$ cat config.mk
export PLATFORM = sky130hd
export DESIGN_NAME = pcsr_regs
export DESIGN_NICKNAME = d
export VERILOG_FILES = /design/src/shared/pcsr_pkg.sv /design/src/logic/pcsr_pad_reg.sv /design/src/logic/pcsr_regs.sv
export VERILOG_INCLUDE_DIRS = /design/src /design/src/shared
export SDC_FILE = /design/constraint.sdc
export NUM_CORES = 1
export LEC_CHECK = 0
export ABC_AREA = 1
export BUFFER_PORTS_ARGS = -buffer_cell sky130_fd_sc_hd__buf_2
export CAP_MARGIN = 20
export CELL_PAD_IN_SITES_DETAIL_PLACEMENT = 0
export CELL_PAD_IN_SITES_GLOBAL_PLACEMENT = 2
export CORE_MARGIN = 1.5
export CORE_UTILIZATION = 26
export DETAILED_ROUTE_END_ITERATION = 10
export HOLD_SLACK_MARGIN = 0.1
export PLACE_DENSITY_LB_ADDON = 0.1
export SLEW_MARGIN = 40
export SYNTH_ARGS = -nofsm -noshare
export SYNTH_HDL_FRONTEND = slang
export SYNTH_SLANG_ARGS = --single-unit
$ cat constraint.sdc
create_clock -name ref_clk -period 2.9 [get_ports ref_clk]
set_input_delay 0.29 -clock ref_clk [delete_from_list [all_inputs] [get_ports ref_clk]]
set_output_delay 0.29 -clock ref_clk [all_outputs]
set_load 0.005 [all_outputs]
$ cat src/shared/pcsr_cfg.svh
// register offsets, field positions, reset values for the pad config and soft reset bank
`ifndef PCSR_CFG_SVH
`define PCSR_CFG_SVH
`define PCSR_ADDR_PAD_A 16'hf7a1
`define PCSR_ADDR_PAD_B 16'hf7a2
`define PCSR_ADDR_CLK_PAD 16'hf7a3
`define PCSR_ADDR_SOFT_RST 16'hf890
`define PCSR_ADDR_SYNTH_LO 16'hf000
`define PCSR_ADDR_SYNTH_HI 16'hf006
`define PCSR_PULL_BIT 4
`define PCSR_SLEW_HI 3
`define PCSR_SLEW_LO 2
`define PCSR_DRIVE_HI 1
`define PCSR_DRIVE_LO 0
`define PCSR_PAD_MASK 16'h001f
`define PCSR_SOFT_MASK 16'h0001
`define PCSR_RST_PAD_A 16'h0018
`define PCSR_RST_PAD_B 16'h0018
`define PCSR_RST_CLK_PAD 16'h0008
`define PCSR_RST_SOFT 16'h0001
`define PCSR_RST_SOFT_BIT 1'b1
`endif

$ cat src/shared/pcsr_pkg.sv
// types shared by the pad config and soft reset bank
package pcsr_pkg;
  typedef logic [15:0] pcsr_word_t;
  typedef logic [15:0] pcsr_addr_t;
  typedef enum logic [1:0] {
    PCSR_SLEW_SLOWEST,
    PCSR_SLEW_SLOW,
    PCSR_SLEW_FAST,
    PCSR_SLEW_FASTEST
  } pcsr_slew_e;
endpackage : pcsr_pkg

$ cat src/logic/pcsr_pad_reg.sv
// one pad configuration register with soft reset return to default
`timescale 1ns/1ps
`include "pcsr_cfg.svh"
module pcsr_pad_reg #(
  parameter logic [15:0] RESET_VAL = 16'h0018
) (
  input wire logic ref_clk,
  input wire logic nrst,
  input wire logic soft_rst_active,
  input wire logic wr_en,
  input wire logic [15:0] wr_data,
  output logic pulldown_en,
  output logic [1:0] slew_code,
  output logic [1:0] drive_code
);
  if (RESET_VAL[15:5] != 11'h000) begin : g_bad_reset
    $error("reserved bits of the reset value must be zero");
  end
  always_ff @(posedge ref_clk or negedge nrst) begin
    if (!nrst) begin
      pulldown_en <= RESET_VAL[`PCSR_PULL_BIT];
      slew_code <= RESET_VAL[`PCSR_SLEW_HI:`PCSR_SLEW_LO];
      drive_code <= RESET_VAL[`PCSR_DRIVE_HI:`PCSR_DRIVE_LO];
    end else if (soft_rst_active) begin
      pulldown_en <= RESET_VAL[`PCSR_PULL_BIT];
      slew_code <= RESET_VAL[`PCSR_SLEW_HI:`PCSR_SLEW_LO];
      drive_code <= RESET_VAL[`PCSR_DRIVE_HI:`PCSR_DRIVE_LO];
    end else if (wr_en) begin
      pulldown_en <= wr_data[`PCSR_PULL_BIT];
      slew_code <= wr_data[`PCSR_SLEW_HI:`PCSR_SLEW_LO];
      drive_code <= wr_data[`PCSR_DRIVE_HI:`PCSR_DRIVE_LO];
    end
  end
endmodule : pcsr_pad_reg

$ cat src/logic/pcsr_regs.sv
// pad configuration and soft reset register bank
`timescale 1ns/1ps
`include "pcsr_cfg.svh"
// Operation
// RQ1: each pad register holds pull-down enable in bit 4, slew code in [3:2], drive code in [1:0], rest reserved.
// RQ2: pad a register resets to 0x0018.
// RQ3: pad b register has the same layout and resets to 0x0018.
// RQ4: clock output pad register has the same layout and resets to 0x0008.
// RQ5: soft reset control bit 0 is active low, 0 enters soft reset and 1 gives normal operation.
// RQ6: soft reset register resets to 0x0001 with bits [15:1] reserved.
// RQ7: while soft reset is active every control register returns to its default except the exempt ones.
// RQ8: the synthesizer registers 0xf000 to 0xf006 are untouched by soft reset.
// RQ9: panic manager registers keep their value through soft reset.
// RQ10: the slave control ports keep working during soft reset.
// RQ11: writes to the synthesizer registers are accepted and take effect during soft reset.
// RQ12: a slave port switched to spi mode stays in spi mode during and after soft reset.
// RQ13: only a hardware reset returns the slave port to i2c mode.
// RQ14: reserved bits ignore writes and read as zero.
module pcsr_regs (
  input wire logic ref_clk,
  input wire logic nrst,
  input wire logic reg_wr,
  input wire logic reg_rd,
  input wire pcsr_pkg::pcsr_addr_t reg_addr,
  input wire pcsr_pkg::pcsr_word_t reg_wdata,
  input wire logic spi_mode_set,
  output pcsr_pkg::pcsr_word_t reg_rdata,
  output logic reg_rvalid,
  output logic pad_a_pulldown_en,
  output logic [1:0] pad_a_slew_code,
  output logic [1:0] pad_a_drive_code,
  output logic pad_b_pulldown_en,
  output logic [1:0] pad_b_slew_code,
  output logic [1:0] pad_b_drive_code,
  output logic clk_pad_pulldown_en,
  output logic [1:0] clk_pad_slew_code,
  output logic [1:0] clk_pad_drive_code,
  output logic soft_rst_active,
  output logic spi_mode,
  output logic synth_wr
);
  import pcsr_pkg::*;

  logic soft_reg;
  logic wr_pad_a;
  logic wr_pad_b;
  logic wr_clk_pad;
  logic wr_soft;
  logic hit_synth;
  pcsr_word_t rd_next;

  assign wr_pad_a = reg_wr && reg_addr == `PCSR_ADDR_PAD_A;
  assign wr_pad_b = reg_wr && reg_addr == `PCSR_ADDR_PAD_B;
  assign wr_clk_pad = reg_wr && reg_addr == `PCSR_ADDR_CLK_PAD;
  assign wr_soft = reg_wr && reg_addr == `PCSR_ADDR_SOFT_RST;
  assign hit_synth = reg_addr >= `PCSR_ADDR_SYNTH_LO && reg_addr <= `PCSR_ADDR_SYNTH_HI;

  // soft reset bit itself stays writable so software can leave the state
  always_ff @(posedge ref_clk or negedge nrst) begin
    if (!nrst) begin
      soft_reg <= `PCSR_RST_SOFT_BIT;
    end else if (wr_soft) begin
      soft_reg <= reg_wdata[0]; // RQ5
    end
  end

  // synth and panic registers live outside and must not consume this level,
  // so they keep their values through soft reset
  always_ff @(posedge ref_clk or negedge nrst) begin
    if (!nrst) begin
      soft_rst_active <= 1'b0; // RQ6
    end else begin
      soft_rst_active <= wr_soft ? ~reg_wdata[0] : ~soft_reg; // RQ5 RQ9
    end
  end

  // spi mode cleared only by the hardware reset pin
  always_ff @(posedge ref_clk or negedge nrst) begin
    if (!nrst) begin
      spi_mode <= 1'b0; // RQ13
    end else if (spi_mode_set) begin
      spi_mode <= 1'b1; // RQ12
    end
  end

  // synthesizer writes forwarded regardless of soft reset
  always_ff @(posedge ref_clk or negedge nrst) begin
    if (!nrst) begin
      synth_wr <= 1'b0;
    end else begin
      synth_wr <= reg_wr && hit_synth; // RQ8 RQ11
    end
  end

  pcsr_pad_reg #(.RESET_VAL(`PCSR_RST_PAD_A)) u_pad_a ( // RQ2
    .ref_clk(ref_clk),
    .nrst(nrst),
    .soft_rst_active(soft_rst_active), // RQ7
    .wr_en(wr_pad_a), // RQ1
    .wr_data(reg_wdata),
    .pulldown_en(pad_a_pulldown_en),
    .slew_code(pad_a_slew_code),
    .drive_code(pad_a_drive_code)
  );

  pcsr_pad_reg #(.RESET_VAL(`PCSR_RST_PAD_B)) u_pad_b ( // RQ3
    .ref_clk(ref_clk),
    .nrst(nrst),
    .soft_rst_active(soft_rst_active),
    .wr_en(wr_pad_b),
    .wr_data(reg_wdata),
    .pulldown_en(pad_b_pulldown_en),
    .slew_code(pad_b_slew_code),
    .drive_code(pad_b_drive_code)
  );

  pcsr_pad_reg #(.RESET_VAL(`PCSR_RST_CLK_PAD)) u_clk_pad ( // RQ4
    .ref_clk(ref_clk),
    .nrst(nrst),
    .soft_rst_active(soft_rst_active),
    .wr_en(wr_clk_pad),
    .wr_data(reg_wdata),
    .pulldown_en(clk_pad_pulldown_en),
    .slew_code(clk_pad_slew_code),
    .drive_code(clk_pad_drive_code)
  );

  // read path stays live during soft reset
  always_comb begin
    rd_next = 16'h0000;
    case (reg_addr)
      `PCSR_ADDR_PAD_A: rd_next = {11'h000, pad_a_pulldown_en, pad_a_slew_code, pad_a_drive_code}; // RQ14
      `PCSR_ADDR_PAD_B: rd_next = {11'h000, pad_b_pulldown_en, pad_b_slew_code, pad_b_drive_code};
      `PCSR_ADDR_CLK_PAD: rd_next = {11'h000, clk_pad_pulldown_en, clk_pad_slew_code, clk_pad_drive_code};
      `PCSR_ADDR_SOFT_RST: rd_next = {15'h0000, soft_reg}; // RQ14
      default: rd_next = 16'h0000;
    endcase
  end

  always_ff @(posedge ref_clk or negedge nrst) begin
    if (!nrst) begin
      reg_rdata <= 16'h0000;
      reg_rvalid <= 1'b0;
    end else begin
      reg_rvalid <= reg_rd; // RQ10
      if (reg_rd) begin
        reg_rdata <= rd_next;
      end
    end
  end

  chk_soft_pad_default: assert property (@(posedge ref_clk) disable iff (!nrst) // RQ7
    soft_rst_active |=> pad_a_pulldown_en && pad_a_slew_code == 2'h2 && pad_a_drive_code == 2'h0)
    else $error("pad a not at default during soft reset");
  chk_clk_pad_default: assert property (@(posedge ref_clk) disable iff (!nrst) // RQ4
    soft_rst_active |=> !clk_pad_pulldown_en && clk_pad_slew_code == 2'h2 && clk_pad_drive_code == 2'h0)
    else $error("clock pad not at default during soft reset");
  chk_soft_enter: assert property (@(posedge ref_clk) disable iff (!nrst) // RQ5
    wr_soft && !reg_wdata[0] |=> soft_rst_active)
    else $error("soft reset not entered");
  chk_soft_leave: assert property (@(posedge ref_clk) disable iff (!nrst) // RQ5
    wr_soft && reg_wdata[0] |=> !soft_rst_active)
    else $error("soft reset not left");
  chk_pad_write: assert property (@(posedge ref_clk) disable iff (!nrst) // RQ1
    wr_pad_b && !soft_rst_active |=> pad_b_slew_code == $past(reg_wdata[3:2]) && pad_b_drive_code == $past(reg_wdata[1:0]))
    else $error("pad b write lost");
  chk_spi_sticky: assert property (@(posedge ref_clk) disable iff (!nrst) // RQ12
    spi_mode |=> spi_mode)
    else $error("spi mode dropped");
  chk_synth_live: assert property (@(posedge ref_clk) disable iff (!nrst) // RQ11
    reg_wr && hit_synth |=> synth_wr)
    else $error("synth write blocked");
  chk_read_live: assert property (@(posedge ref_clk) disable iff (!nrst) // RQ10
    reg_rd |=> reg_rvalid)
    else $error("read not answered");
  chk_reserved_zero: assert property (@(posedge ref_clk) disable iff (!nrst) // RQ14
    reg_rvalid |-> reg_rdata[15:5] == 11'h000)
    else $error("reserved bits not zero");

  // field checks
  chk_pad_a_write: assert property (@(posedge ref_clk) disable iff (!nrst) // RQ1
    wr_pad_a && !soft_rst_active |=> pad_a_pulldown_en == $past(reg_wdata[4])
      && pad_a_slew_code == $past(reg_wdata[3:2]) && pad_a_drive_code == $past(reg_wdata[1:0]))
    else $error("pad a write lost");
  chk_clk_pad_write: assert property (@(posedge ref_clk) disable iff (!nrst) // RQ1
    wr_clk_pad && !soft_rst_active |=> clk_pad_pulldown_en == $past(reg_wdata[4])
      && clk_pad_slew_code == $past(reg_wdata[3:2]) && clk_pad_drive_code == $past(reg_wdata[1:0]))
    else $error("clock pad write lost");
  chk_pad_a_held: assert property (@(posedge ref_clk) disable iff (!nrst) // RQ1
    !wr_pad_a && !soft_rst_active |=> $stable(pad_a_pulldown_en) && $stable(pad_a_slew_code)
      && $stable(pad_a_drive_code))
    else $error("pad a changed without a write");
  chk_clk_pad_held: assert property (@(posedge ref_clk) disable iff (!nrst) // RQ4
    !wr_clk_pad && !soft_rst_active |=> $stable(clk_pad_pulldown_en) && $stable(clk_pad_slew_code)
      && $stable(clk_pad_drive_code))
    else $error("clock pad changed without a write");

  // soft reset state checks
  chk_pad_b_default: assert property (@(posedge ref_clk) disable iff (!nrst) // RQ7
    soft_rst_active |=> pad_b_pulldown_en && pad_b_slew_code == 2'h2 && pad_b_drive_code == 2'h0)
    else $error("pad b not at default during soft reset");
  chk_soft_persist: assert property (@(posedge ref_clk) disable iff (!nrst) // RQ7
    soft_rst_active && !wr_soft |=> soft_rst_active)
    else $error("soft reset cleared itself");
  chk_normal_persist: assert property (@(posedge ref_clk) disable iff (!nrst) // RQ5
    !soft_rst_active && !wr_soft |=> !soft_rst_active)
    else $error("soft reset entered without a write");
  chk_soft_read: assert property (@(posedge ref_clk) disable iff (!nrst) // RQ6
    reg_rd && !reg_wr && reg_addr == `PCSR_ADDR_SOFT_RST |=> reg_rdata == {15'h0000, ~soft_rst_active})
    else $error("soft reset readback wrong");

  // bus answer, synth strobe and spi mode checks
  chk_rdata_hold: assert property (@(posedge ref_clk) disable iff (!nrst) // RQ10
    !reg_rd |=> $stable(reg_rdata))
    else $error("read data changed without a read");
  chk_rvalid_pulse: assert property (@(posedge ref_clk) disable iff (!nrst) // RQ10
    !reg_rd |=> !reg_rvalid)
    else $error("read valid without a read");
  chk_synth_only: assert property (@(posedge ref_clk) disable iff (!nrst) // RQ8
    !(reg_wr && hit_synth) |=> !synth_wr)
    else $error("synth write outside its range");
  chk_spi_latch: assert property (@(posedge ref_clk) disable iff (!nrst) // RQ12
    spi_mode_set |=> spi_mode)
    else $error("spi mode not latched");
endmodule : pcsr_regs

== Word-level counts from Yosys, hierarchy flattened ==
Cells that the tools add are included.
Operators by class
  $lt $le $gt $ge: 2
  equality and inequality tests: 4
  mux-type cells: 20
  bitwise logic cells: 2
  reductions and logical operators: 9
Operator list (count)
  16-bit == test, second input constant: 4
  2-bit two-way mux: 12
  5-bit one-hot mux with 4 select lines: 1
  16-bit >= comparator, second input constant: 1
  16-bit less-or-equal comparator, second input constant: 1
  1-bit two-way mux: 7
  1-bit logical AND: 6
  2-bit nonzero test: 3
  1-bit NOT: 2
Storage, ports and cells
  register bits: 36
  input bits: 37
  output and inout port bits: 35
  word-level logic and storage cells: 52

== Depth between registers and ports, before layout ==
  depth in word-level cells: 4
  mapped depth: 9
  mapped depth without buffers: 9

== Cells and area by module ==
A second synthesis with hierarchy kept.
Second synthesis, totals
  cells, all modules: 184
  area total of the unflattened synthesis: 1441.4 sq um
By module, submodules not included
  pcsr_regs: instances 1, cells each 118, area an instance 827.0 sq um, sequential area each 251.5 sq um
  pcsr_pad_reg (u_pad_a ...): instances 2, cells each 22, area an instance 205.2 sq um, sequential area each 127.6 sq um
  pcsr_pad_reg (u_clk_pad): instances 1, cells each 22, area an instance 203.9 sq um, sequential area each 126.4 sq um

== Worst setup path after synthesis ==
No wires, ideal clock.
  path kind: input-to-reg
  start: input port reg_addr[12]
  end: register u_clk_pad.drive_code[0]
  setup time: 0.126 ns
  arrival: 1.004 ns
  data required time: 2.774 ns
  path slack: 1.770 ns
  stages: 7
  buffers on the path: 0
  path through: nand2_1 > inv_1 > nand2_2 > nor2_8 > nand2_4 > o21ai_4 > o21ai_0
Between the ends
  cells in the longest elaborated chain, start to end: 3
RTL lines
  start, declared: RTL line pcsr_regs.sv:24  | input wire pcsr_pkg::pcsr_addr_t reg_addr,
  16-bit == test
  1-bit logical AND (no source line)
  2-bit nonzero test (no source line)
  end signal, assigned: RTL line pcsr_pad_reg.sv:23  | drive_code <= RESET_VAL[`PCSR_DRIVE_HI:`PCSR_DRIVE_LO];
  end signal, assigned: RTL line pcsr_pad_reg.sv:27  | drive_code <= RESET_VAL[`PCSR_DRIVE_HI:`PCSR_DRIVE_LO];
  end signal, assigned: RTL line pcsr_pad_reg.sv:31  | drive_code <= wr_data[`PCSR_DRIVE_HI:`PCSR_DRIVE_LO];
  end, declared: RTL line pcsr_pad_reg.sv:14  | output logic [1:0] drive_code
No other way between the ends.
A chain may end at the register's enable or synchronous reset.

== Worst setup path in the final report ==
  start: register u_pad_b.pulldown_en
  end: output port pad_b_pulldown_en
RTL lines
  start, declared: RTL line pcsr_pad_reg.sv:12  | output logic pulldown_en,
  start signal, assigned: RTL line pcsr_pad_reg.sv:21  | pulldown_en <= RESET_VAL[`PCSR_PULL_BIT];
  start signal, assigned: RTL line pcsr_pad_reg.sv:25  | pulldown_en <= RESET_VAL[`PCSR_PULL_BIT];
  start signal, assigned: RTL line pcsr_pad_reg.sv:29  | pulldown_en <= wr_data[`PCSR_PULL_BIT];
  end, declared: RTL line pcsr_regs.sv:32  | output logic pad_b_pulldown_en,
No word-level cell between the ends.

==> flow_summary.yaml <==
sta:
  rsz0062_at_grt: "false"
  finalMaxSlewViolations: 0
  slew_headroom_pct: 60.9
  timing.setup.tns_ns: 0
  finClkSkew_ns: 0.0119
  post-route-min-period_ns: 1.26
  setup_viol: 0
  period_share_pct: 43.3
  final-hold-violation-count: 0
  fmax_mhz: 796
  worstMarginPinSlew_ns: 0.587
yosys:
  syn_area_um2: 1480
  synth_ff_type: "dfrtp_1"
  synthArstFlopShare_pct: 100
  synth_cells: 183
  synth_edf_count: 0
  avgSynthCellArea_um2: 8.10
  yosys_warnings: 0
  ys_types: 25
  ys_ff_latch: 25
  yosysTopAreaCell: "dfrtp_1"
  synth_area_leaders: "dfrtp_1 32%, dfstp_2 11%, nand3_1 9.8%"
  synth_top_cell_area_share_pct: 32.1
  synth-seq-area-share_pct: 42.7
pwr:
  combPwrFrac_pct: 10.2
  vdd_ir_drop_max_mv: 0.155
  clkPwrFrac_pct: 35.0
  swShare_pct: 25.9
  seqPwrFrac_pct: 54.9
  leakage_nw: 0.966
  internal_power_w: 0.000472
  power_density_nw_per_um2: 351
  p_switching_w: 0.000165
global_routing:
  gr-usage-all-layers_pct: 13.4
  grt_overflow: 0
  antenna_found_initial: 0
  grt_max_degree: 26
  grt_pass1_vias: 1302
  grt_pass1_wl_mm: 6.43
cts:
  clk_pin_slew_ns: 0.10
  post_cts_buffers: 0
  cts.path.max_buffers: 2
  cts_tree: "built"
  cts_sinks: 25
  cts_root_buf: "clkbuf_8"
  cts_made_buffers: 3
  cts_hold_buffers: 1
  cts_htree_levels: 1
  ctsResizeCount: 0
  clk_latency_ns: 0.28
critical_path:
  worstPathArrival_ns: 0.97
  critPathTopFamily: "flip-flops"
  cp.required_ns: 2.61
  worstSetupPathType: "reg2out"
  rrSetupSlack_ns: 1.70
  path_buf_inv: 1
  r2r_start: "soft_rst_active$_DFF_PN0_"
  endpoint_kind: "output port"
  slowest_delay_ns: 0.57
  start_kind: "register"
  crit-reg2reg-capture: "u_clk_pad.drive_code[1]$_DFFE_PN0P_"
  reg2regPathDepth: 3
  critical_path.cell_chain: "buf_2"
  crit_path_max_fanout: 3
  critPathSlowestCell: "dfstp_2"
worst_hold_path:
  worstHoldStart: "spi_mode_set"
  holdPathStages: 2
  hold_path_class: "in2reg"
  worst_hold_path.endpoint: "spi_mode$_DFFE_PN0P_"
finish:
  area.sequential_um2: 633
  synthToLayoutAreaGrowth_pct: 22.6
  diodes: 0
  post-route-util_pct: 33.0
  top_register: "reg_rdata"
  drive_above_1_share_pct: 34.2
  stdcell_area_um2: 1820
  fillers: 654
  multiInputGateArea_um2: 724
  layout.nets: 272
  largest_reg_flops: 5
placed_design:
  placed_area_um2: 1760
  globalplace.congestion: 0.731
  dp_hpwl_mm: 3.05
  io_buffers: 49
route:
  drc: 0
  firstDrtPassIters: 4
  vias_per_cell: 4.14
  drt_iter0_drc: 50
  num_vias: 1267
  routedWlPerCell_um: 12.2
  wl_mm: 3.74
  drtAntennaViolNets: 0
run_status:
  status: "finished clean"
run:
  maxCapViolCount: 0
floorplan:
  core_um2: 5510
  die-area_um2: 6160
  rows: 27
  start_util_pct: 26.9
  fp.dieH_um: 78.5
  ios: 72
  die_w_um: 78.5
per-layer routing:
metal	wire length [um]	vias up	GRT usage, %
met4	4	0	1.61
met2	1680	31	21.3
met3	172	2	3.26
met1	1890	564	19.0
met5	0	-	0
li1	-	670	-
worst register-to-register path: stages, from the launching register on:
cell	delay (ns)
dfrtp_1	0.41
inv_1	0.39
o21ai_4	0.14
o21ai_0	0.19
how the worst max path moves through the flow:
stage,startpoint,endpoint,slack [ns],cells after the start
after floorplan,reg_addr[12],u_clk_pad.drive_code[0]$_DFFE_PN0P_,1.77,7
after global placement,reg_addr[12],u_clk_pad.pulldown_en$_DFFE_PN0P_,1.45,8
after detailed placement,reg_addr[12],u_clk_pad.drive_code[1]$_DFFE_PN0P_,1.46,8
after CTS,u_pad_b.pulldown_en$_DFFE_PN1P_,pad_b_pulldown_en,1.63,1
after global routing,soft_rst_active$_DFF_PN0_,u_pad_a.drive_code[1]$_DFFE_PN0P_,1.53,3
final,u_pad_b.pulldown_en$_DFFE_PN1P_,pad_b_pulldown_en,1.64,1
cell usage in the layout, fill, tap and decap left out:
| cell | Yosys | final |
|---|---|---|
| buf_2 | 0 | 49 |
| nand2_1 | 35 | 35 |
| nand3_1 | 29 | 29 |
| nor2_1 | 28 | 28 |
| dfrtp_1 | 19 | 19 |
| inv_1 | 14 | 14 |
| conb_1 | 1 | 11 |
| o21ai_0 | 8 | 8 |
| nor2_4 | 6 | 6 |
| o21ai_1 | 6 | 6 |
| dfstp_2 | 6 | 6 |
| inv_2 | 3 | 3 |
| or2_2 | 3 | 3 |
| clkbuf_8 | 0 | 3 |
| nand2_4 | 2 | 2 |
| nand3_4 | 2 | 2 |
| nand2_2 | 1 | 1 |
| nor4_1 | 1 | 1 |
| nand4_1 | 1 | 1 |
| nand4_4 | 1 | 1 |
| nor2_8 | 1 | 1 |
| nor2_2 | 1 | 1 |
| o21ai_4 | 1 | 1 |
| nor3_1 | 1 | 1 |
| inv_6 | 0 | 1 |
| dlygate4sd3_1 | 0 | 1 |
cells by family (layout without fill, tap and decap cells):
logic type / count (synthesis) / count (layout) / synth area share, %
DFF: 25 / 25 / 42.7
and+or+nand+nor: 112 / 112 / 40.3
other: 1 / 11 / 0.253
buffers and inverters: 30 / 71 / 10.9
AOI/OAI and AO/OA: 15 / 15 / 5.83
Yosys cell counts (2+ instances only):
| master | number |
|---|---|
| nor2_1 | 28 |
| nand3_4 | 2 |
| nand3_1 | 29 |
| o21ai_1 | 6 |
| nand2_1 | 35 |
| o21ai_0 | 8 |
| dfrtp_1 | 19 |
| buf_4 | 11 |
| or2_2 | 3 |
| nand2_4 | 2 |
| inv_2 | 3 |
| dfstp_2 | 6 |
| nor2_4 | 6 |
| inv_1 | 14 |
power groups by stage:
stage | combinational, W | clock [W] | sequential, W
global placement | 0.0000664 | 0 | 0.000356
CTS | 0.0000668 | 0.000232 | 0.000350
detailed placement | 0.0000656 | 0 | 0.000356
finish | 0.0000649 | 0.000223 | 0.000350
floorplan | 0.0000374 | 0 | 0.000357
global route | 0.0000760 | 0.000247 | 0.000350
through the flow:
step	total power, W	hold slack [ns]	cells	worst slack [ns]
after floorplan	0.000394	-0.00559	193	1.77
after global placement	0.000423	0.334	301	1.45
after detailed placement	0.000422	0.331	301	1.46
after CTS	0.000649	0.191	306	1.63
after global routing	0.000673	0.189	306	1.53
final	0.000638	0.199	306	1.64
cell type report:
cell class | instances | share of cell area [%]
Clock buffer | 3 | 2.27
Tap cell | 72 | 4.96
Inverter | 17 | 3.51
Multi-Input combinational cell | 138 | 39.9
Clock inverter | 1 | 0.482
Sequential cell | 25 | 34.8
Timing Repair Buffer | 50 | 14.0
No activity file was read; power rests on OpenSTA's default activity.
